**src/rtl/hbi_pkg.sv**
```systemverilog
// package: register map, field layout, timing counts and state types of the pwm host
package hbi_pkg;
  localparam int CLK_PERIOD_PS = 4000;
  localparam logic [7:0] OFF_CTRL = 8'h00;
  localparam logic [7:0] OFF_PERIOD = 8'h04;
  localparam logic [7:0] OFF_DUTY_A = 8'h08;
  localparam logic [7:0] OFF_B_START = 8'h0C;
  localparam logic [7:0] OFF_B_END = 8'h10;
  localparam logic [7:0] OFF_DEADTIME = 8'h14;
  localparam logic [7:0] OFF_STATUS = 8'h18;
  localparam int CTRL_RUN = 0;
  localparam int CTRL_KILL = 1;
  localparam int CTRL_MODE_LSB = 2;
  localparam int CTRL_GAP_LSB = 4;
  localparam int CTRL_EN_A = 6;
  localparam int CTRL_EN_B = 7;
  localparam int STAT_PIN_A = 0;
  localparam int STAT_PIN_B = 1;
  localparam int STAT_CNT_LSB = 16;
  localparam logic [15:0] PERIOD_RESET = 16'h00FF;
  localparam logic [15:0] ZERO16 = 16'h0000;
  // shortest pulse the device always reproduces, and shortest legal dead-time
  localparam int MIN_PULSE_NS = 40;
  localparam int MIN_DT_NS = 70;
  localparam logic [7:0] MIN_PULSE_CYC = 8'((MIN_PULSE_NS * 1000 + CLK_PERIOD_PS - 1)
    / CLK_PERIOD_PS);
  localparam logic [15:0] MIN_DT_CYC = 16'((MIN_DT_NS * 1000 + CLK_PERIOD_PS - 1)
    / CLK_PERIOD_PS);
  typedef enum logic [1:0] {MODE_TWO_INPUT, MODE_SINGLE_INPUT, MODE_INDEPENDENT, MODE_SPARE}
    hbi_mode_type;
  typedef enum logic [1:0] {GAP_INDEPENDENT, GAP_MINIMAL, GAP_PROGRAMMED, GAP_SPARE}
    hbi_gap_type;
  typedef struct packed {
    logic pin;
    logic [7:0] hold;
  } hbi_minw_state_type;
  typedef struct packed {
    logic run;
    logic kill;
    hbi_mode_type mode;
    hbi_gap_type gap;
    logic en_a;
    logic en_b;
    logic [15:0] cnt;
    logic [15:0] period;
    logic [15:0] duty_a;
    logic [15:0] b_start;
    logic [15:0] b_end;
    logic [15:0] dt;
    logic [31:0] rdata;
  } hbi_state_type;
endpackage : hbi_pkg

```
**src/rtl/hbi_chan_if.sv**
```systemverilog
// interface: one channel request and the pin level that results from it
`timescale 1ns/1ps
interface hbi_chan_if;
  logic req;
  logic pin;
  modport ctl (output req, input pin);
  modport drv (input req, output pin);
endinterface : hbi_chan_if

```
**src/rtl/hbi_host.sv**
```systemverilog
// top: apb-programmed pwm controller driving the gate driver input pins
`timescale 1ns/1ps
module hbi_host (
  input wire logic mclk,
  input wire logic srst,
  input wire logic ce,
  input wire logic psel,
  input wire logic penable,
  input wire logic pwrite,
  input wire logic [7:0] paddr,
  input wire logic [31:0] pwdata,
  output logic [31:0] prdata,
  output logic pready,
  output logic pslverr,
  output logic first_channel_input,
  output logic second_channel_input,
  output logic output_kill,
  output logic single_input_select,
  output hbi_pkg::hbi_gap_type gap_program_pin,
  output logic [15:0] gap_count
);
  import hbi_pkg::*;
  hbi_state_type s_reg;
  hbi_state_type s_next;
  hbi_chan_if ch_a ();
  hbi_chan_if ch_b ();
  logic addr_ok;
  logic single_mode;
  logic req_a;

  hbi_minw u_minw_a (
    .mclk(mclk),
    .srst(srst),
    .ce(ce),
    .ch(ch_a.drv)
  );

  hbi_minw u_minw_b (
    .mclk(mclk),
    .srst(srst),
    .ce(ce),
    .ch(ch_b.drv)
  );

  always_comb begin
    case (paddr)
      OFF_CTRL, OFF_PERIOD, OFF_DUTY_A, OFF_B_START, OFF_B_END, OFF_DEADTIME,
      OFF_STATUS: addr_ok = 1'b1;
      default: addr_ok = 1'b0;
    endcase
  end

  assign single_mode = (s_reg.mode == MODE_SINGLE_INPUT);

  // channel a: high from the start of the period for duty_a cycles
  assign req_a = s_reg.run && s_reg.en_a && (s_reg.cnt < s_reg.duty_a);
  // a disabled channel, except b in single-input mode, asks for low, so its pin is driven to ground, not left open
  assign ch_a.req = req_a;
  // single-input mode: channel b copies channel a so both pins stay tied together
  assign ch_b.req = single_mode ? req_a :
    (s_reg.run && s_reg.en_b && (s_reg.cnt >= s_reg.b_start) && (s_reg.cnt < s_reg.b_end));

  always_comb begin
    s_next = s_reg;
    if (s_reg.run) begin
      s_next.cnt = (s_reg.cnt >= s_reg.period) ? ZERO16 : s_reg.cnt + 16'h0001;
    end else begin
      s_next.cnt = ZERO16;
    end
    // read data is captured in the setup cycle so prdata comes from a flip-flop
    if (psel && !penable && !pwrite) begin
      case (paddr)
        OFF_CTRL: s_next.rdata = {24'h000000, s_reg.en_b, s_reg.en_a, s_reg.gap, s_reg.mode,
          s_reg.kill, s_reg.run};
        OFF_PERIOD: s_next.rdata = {16'h0000, s_reg.period};
        OFF_DUTY_A: s_next.rdata = {16'h0000, s_reg.duty_a};
        OFF_B_START: s_next.rdata = {16'h0000, s_reg.b_start};
        OFF_B_END: s_next.rdata = {16'h0000, s_reg.b_end};
        OFF_DEADTIME: s_next.rdata = {16'h0000, s_reg.dt};
        OFF_STATUS: s_next.rdata = {s_reg.cnt, 14'h0000, ch_b.pin, ch_a.pin};
        default: s_next.rdata = 32'h00000000;
      endcase
    end
    if (psel && penable && pwrite) begin
      case (paddr)
        OFF_CTRL: begin
          s_next.run = pwdata[CTRL_RUN];
          s_next.kill = pwdata[CTRL_KILL];
          s_next.mode = hbi_mode_type'(pwdata[CTRL_MODE_LSB +: 2]);
          s_next.gap = hbi_gap_type'(pwdata[CTRL_GAP_LSB +: 2]);
          s_next.en_a = pwdata[CTRL_EN_A];
          s_next.en_b = pwdata[CTRL_EN_B];
        end
        OFF_PERIOD: s_next.period = pwdata[15:0];
        OFF_DUTY_A: s_next.duty_a = pwdata[15:0];
        OFF_B_START: s_next.b_start = pwdata[15:0];
        OFF_B_END: s_next.b_end = pwdata[15:0];
        OFF_DEADTIME: s_next.dt = pwdata[15:0];
        default: s_next.dt = s_reg.dt;
      endcase
    end
  end

  always_ff @(posedge mclk) begin
    if (srst) begin
      s_reg <= '{run: 1'b0, kill: 1'b1, mode: MODE_TWO_INPUT, gap: GAP_PROGRAMMED,
        en_a: 1'b0, en_b: 1'b0, cnt: ZERO16, period: PERIOD_RESET, duty_a: ZERO16,
        b_start: ZERO16, b_end: ZERO16, dt: MIN_DT_CYC, rdata: 32'h00000000};
    end else if (ce) begin
      s_reg <= s_next;
    end
  end

  // zero wait states; a frozen clock enable still answers but changes nothing
  assign pready = 1'b1;
  assign pslverr = psel && penable && !addr_ok;
  assign prdata = s_reg.rdata;
  assign first_channel_input = ch_a.pin;
  // both leaves keep their own hold counts, so in single-input mode b mirrors a's pin
  assign second_channel_input = single_mode ? ch_a.pin : ch_b.pin;
  assign output_kill = s_reg.kill;
  assign single_input_select = single_mode;
  assign gap_program_pin = s_reg.gap;
  // a programmed count below the floor is raised, never passed on
  assign gap_count = (s_reg.dt < MIN_DT_CYC) ? MIN_DT_CYC : s_reg.dt;

  a_single_tied: assert property (@(posedge mclk) disable iff (srst)
    single_input_select |-> (first_channel_input == second_channel_input))
    else $error("channel pins differ in single-input mode");
  a_single_select: assert property (@(posedge mclk) disable iff (srst)
    (ce && psel && penable && pwrite && paddr == OFF_CTRL &&
    pwdata[CTRL_MODE_LSB +: 2] == 2'b01) |=> single_input_select)
    else $error("single-input select not raised after mode write");
  a_gap_floor: assert property (@(posedge mclk) disable iff (srst)
    gap_count >= MIN_DT_CYC && (s_reg.dt < MIN_DT_CYC || gap_count == s_reg.dt))
    else $error("dead-time count below floor or not as programmed");
  a_pin_min_high: assert property (@(posedge mclk) disable iff (srst)
    (ce && $rose(first_channel_input)) |-> (first_channel_input || !ce) [*8])
    else $error("channel a pulse shorter than guaranteed width");
  a_unused_low: assert property (@(posedge mclk) disable iff (srst)
    (!s_reg.run && ce) [*8] ##1 (!s_reg.run && ce) [*4] |->
    !first_channel_input && !second_channel_input)
    else $error("stopped controller left a channel pin high");
endmodule : hbi_host

```
**src/rtl/hbi_minw.sv**
```systemverilog
// leaf: follows a channel request but never emits a pulse shorter than the guaranteed width
`timescale 1ns/1ps
module hbi_minw (
  input wire logic mclk,
  input wire logic srst,
  input wire logic ce,
  hbi_chan_if.drv ch
);
  import hbi_pkg::*;
  hbi_minw_state_type s_reg;
  hbi_minw_state_type s_next;

  always_comb begin
    s_next = s_reg;
    if (s_reg.hold < MIN_PULSE_CYC) begin
      s_next.hold = s_reg.hold + 8'h01;
    end
    // a level change waits until the current level has stood long enough
    if (ch.req != s_reg.pin && s_reg.hold >= MIN_PULSE_CYC - 8'h01) begin
      s_next.pin = ch.req;
      s_next.hold = 8'h00;
    end
  end

  always_ff @(posedge mclk) begin
    if (srst) begin
      s_reg <= '{pin: 1'b0, hold: MIN_PULSE_CYC};
    end else if (ce) begin
      s_reg <= s_next;
    end
  end

  assign ch.pin = s_reg.pin;

  // helper: cycles the pin has stood at its level, counted only on enabled cycles
  logic [7:0] chk_len;
  always_ff @(posedge mclk) begin
    if (srst) begin
      chk_len <= MIN_PULSE_CYC;
    end else if (ce) begin
      chk_len <= (s_next.pin != s_reg.pin) ? 8'h01 : ((chk_len < MIN_PULSE_CYC) ?
        chk_len + 8'h01 : chk_len);
    end
  end

  a_pulse_min_width: assert property (@(posedge mclk) disable iff (srst)
    (ce && s_next.pin != s_reg.pin) |-> chk_len >= MIN_PULSE_CYC)
    else $error("pin level stood shorter than the guaranteed width");
  a_idle_low: assert property (@(posedge mclk) disable iff (srst)
    (!ch.req && ce) [*8] ##1 (!ch.req && ce) [*4] |-> !ch.pin)
    else $error("idle channel pin not returned low");
endmodule : hbi_minw

```
**config.mk**
```make
export PLATFORM = sky130hd
export DESIGN_NAME = hbi_host
export DESIGN_NICKNAME = d
export VERILOG_FILES = /design/src/rtl/hbi_pkg.sv /design/src/rtl/hbi_chan_if.sv /design/src/rtl/hbi_host.sv /design/src/rtl/hbi_minw.sv
export SDC_FILE = /design/constraint.sdc
export NUM_CORES = 1
export LEC_CHECK = 0
export CORE_MARGIN = 10
export CORE_UTILIZATION = 24
export DETAILED_ROUTE_END_ITERATION = 16
export DONT_BUFFER_PORTS = 1
export HOLD_SLACK_MARGIN = 0.12
export PLACE_DENSITY = 0.46
export SLEW_MARGIN = 20
export SYNTH_ARGS = -nofsm -noshare
export SYNTH_HDL_FRONTEND = slang
export SYNTH_SLANG_ARGS = --single-unit
export TNS_END_PERCENT = 100
```
**constraint.sdc**
```tcl
create_clock -name mclk -period 3.6 [get_ports mclk]
set_clock_uncertainty 0.05 [all_clocks]
set_input_delay 0.54 -clock mclk [delete_from_list [all_inputs] [get_ports mclk]]
set_output_delay 0.54 -clock mclk [all_outputs]
set_load 0.01 [all_outputs]
```
==> flow_metrics.env <==
export IMPL_outcome="completed"
export IMPL_ys_warn_count=0
export IMPL_timing_final_crit_share_pct=87.3
export IMPL_syn_area_sq_um=8240
export IMPL_rsz0062_at_grt="no"
export IMPL_wl_met2_mm=12.3
export IMPL_avgSynthCellArea_sq_um=7.84
export IMPL_grt_pass1_vias=6729
export IMPL_p_leak_nw=3.15
export IMPL_cts_root_buf="clkbuf_16"
export IMPL_final_common_cell="nand2_1"
export IMPL_first_pass_iters=5
export IMPL_dr_max_layer_used="met4"
export IMPL_die_h_microns=205
export IMPL_place_congestion=0.867
export IMPL_cts_tree="done"
export IMPL_wirelength_mm=27.6
export IMPL_nets=1108
export IMPL_die_area_sq_um=42200
export IMPL_hold_viol_final=0
export IMPL_overflow=0
export IMPL_largest_register_ffs=101
export IMPL_cp_max_fo=7
export IMPL_port_buffers=0
export IMPL_min_period_ns=3.14
export IMPL_htree_levels=4
export IMPL_netlist_instances=1051
export IMPL_clk_latency_ns=0.44
export IMPL_p_per_area_nw_per_um2=402
export IMPL_grt_pass1_wl_mm=42.4
export IMPL_drv_slew=0
export IMPL_finalNonFillerCells=1454
export IMPL_critical_path_required_ns=3.84
export IMPL_core_area_sq_um=33700
export IMPL_async_flop_share_pct=0
export IMPL_die_x_microns=205
export IMPL_cts_num_sinks=154
export IMPL_peakVddDrop_mv=0.268
export IMPL_tns_ns=0
export IMPL_drc=0
export IMPL_synth_edf_count=0
export IMPL_layout_drive_gt1_share_pct=6.56
export IMPL_drv_cap=0
export IMPL_wl_met3_mm=1.72
export IMPL_ant_nets=0
export IMPL_met1_length_mm=13.3
export IMPL_critPathLaunchType="flop"
export IMPL_clockBufferDepth=2
export IMPL_path_clk_slew_ns=0.07
export IMPL_postCtsSetupBuffers=0
export IMPL_wl_per_cell_microns=19.0
export IMPL_layout_common_cells="nand2_1 (204), dfxtp_1 (154), a21oi_1 (144)"
export IMPL_fmax_mhz=318
export IMPL_diodes=0
export IMPL_vias=7144
export IMPL_global_route_usage_total_pct=13.1
export IMPL_cts_repair_resized=0
export IMPL_grt_max_degree=130
export IMPL_total_power_w=0.00365
export IMPL_hold_buffers=0
export IMPL_cp_arrival_ns=3.38
export IMPL_start_util_pct=24.5
export IMPL_cts_buffers=17
export IMPL_synth_seq_cells=154
export IMPL_dp_cells=1421
export IMPL_hp_class="primary input to flop"
export IMPL_synth_cell_type_count=58
export IMPL_drt_iter0_markers=627
export IMPL_syn_nets=1166
export IMPL_fp_row_count=67
export IMPL_critPathCaptureType="flop"
export IMPL_viasPerCell=4.91
export IMPL_synth_flop_cell="dfxtp_1"
export IMPL_synth_seq_area_share_pct=37.4
export IMPL_tightestPinTransition_ns=0.996
export IMPL_area_growth_pct=9.94
export IMPL_slew_headroom_pct=33.6
export IMPL_setup_viol=0
export IMPL_antenna_found_initial=0
export IMPL_hpwl_mm=20.2
export IMPL_num_io_pins=102
export IMPL_crit_type="flop to flop"
## cell families (layout without fill, tap and decap cells)
logic type | Yosys count | count (layout) | synth area share [%]
buf+inv | 169 | 124 | 9.47
other cells | 1 | 1 | 0.0455
mux | 3 | 3 | 0.379
simple gates | 382 | 382 | 21.5
flops | 154 | 154 | 37.4
compound gates | 268 | 268 | 20.1
fa+ha+maj | 69 | 69 | 10.5
xor+xnor | 5 | 5 | 0.622
## metrics by stage
stage	area [sq um]	setup slack, ns	util [%]	hold slack, ns
global route	9060	0.215	26.9	0.155
finish	9060	0.458	26.9	0.178
global placement	8450	0.559	25.1	0.407
CTS	9050	0.429	26.9	0.148
floorplan	8240	0.908	-	0.382
detailed placement	8450	0.435	25.1	0.414
## critical path, cell delays in order (launching register included)
cell and delay [ns]:
dfxtp_1 0.50, inv_1 0.14, ha_1 0.28, nand2b_1 0.13, a2111oi_0 0.60, o32ai_1 0.14
nor4_1 0.25, o21ai_1 0.22, xnor2_1 0.18, o21ai_1 0.39, o211ai_1 0.13
## cells in the mapped netlist (2+ instances only)
library cell | instances | share of area (%)
nor3_1 | 12 | 0.73
a2111o_1 | 2 | 0.27
and3_1 | 9 | 0.68
a222oi_1 | 8 | 0.97
nor4_2 | 4 | 0.61
nand4_1 | 12 | 0.91
nor3b_1 | 8 | 0.73
mux2i_1 | 2 | 0.24
clkbuf_1 | 56 | 2.5
nand2b_1 | 16 | 1.2
or2_2 | 2 | 0.15
nor2_1 | 39 | 1.8
o21ai_0 | 20 | 1.2
a22o_1 | 4 | 0.42
a2111oi_0 | 2 | 0.21
nand2_1 | 204 | 9.3
xnor2_1 | 4 | 0.42
dfxtp_1 | 154 | 37
inv_1 | 72 | 3.3
nor4b_1 | 3 | 0.32
a31oi_1 | 16 | 1.2
nor4_1 | 8 | 0.61
a211oi_1 | 2 | 0.18
nor2b_1 | 4 | 0.30
a22oi_1 | 22 | 2.0
a21o_1 | 7 | 0.64
a221oi_1 | 8 | 0.85
and2_1 | 5 | 0.38
buf_2 | 3 | 0.18
or3_1 | 3 | 0.23
nand3_1 | 49 | 3.0
buf_4 | 36 | 3.3
ha_1 | 69 | 10
a21oi_1 | 144 | 8.7
o211ai_1 | 16 | 1.5
a21boi_0 | 3 | 0.27
o21ai_1 | 2 | 0.12
## worst paths after layout
| kind | cells after the start | slack [ns] | endpoint | startpoint |
|---|---|---|---|---|
| max | 10 | 0.46 | u_minw_b.s_reg[1] | s_reg[112] |
| min | 1 | 0.18 | prdata[19] | srst |
| max reg2reg | 10 | 0.46 | u_minw_b.s_reg[1] | s_reg[112] |
| min reg2reg | 1 | 0.42 | u_minw_b.s_reg[6] | u_minw_b.s_reg[6] |
## per-layer routing
metal  GRT usage [%]  vias to the layer above
li1                -                     3517
met1            18.2                     3411
met2            19.8                      201
met3            3.24                       15
met4            3.12                        0
met5               0                        -
## cell type report
| type | instances | area (sq um) |
|---|---|---|
| well taps | 448 | 561 |
| clock inverters | 15 | 175 |
| flip-flops and latches | 154 | 3080 |
| multi-input cells | 728 | 4400 |
| repair buffers | 19 | 145 |
| fillers | 3718 | 24600 |
| inverters | 73 | 274 |
| clock buffers | 17 | 425 |
## power by group
group	leakage, nW	internal, W	switching (W)	total (W)
sequential	1.24	0.00171	0.0000113	0.00172
clock	0.296	0.000998	0.000857	0.00185
combinational	1.61	0.0000244	0.0000459	0.0000704
(Power assumes the default switching activity.)
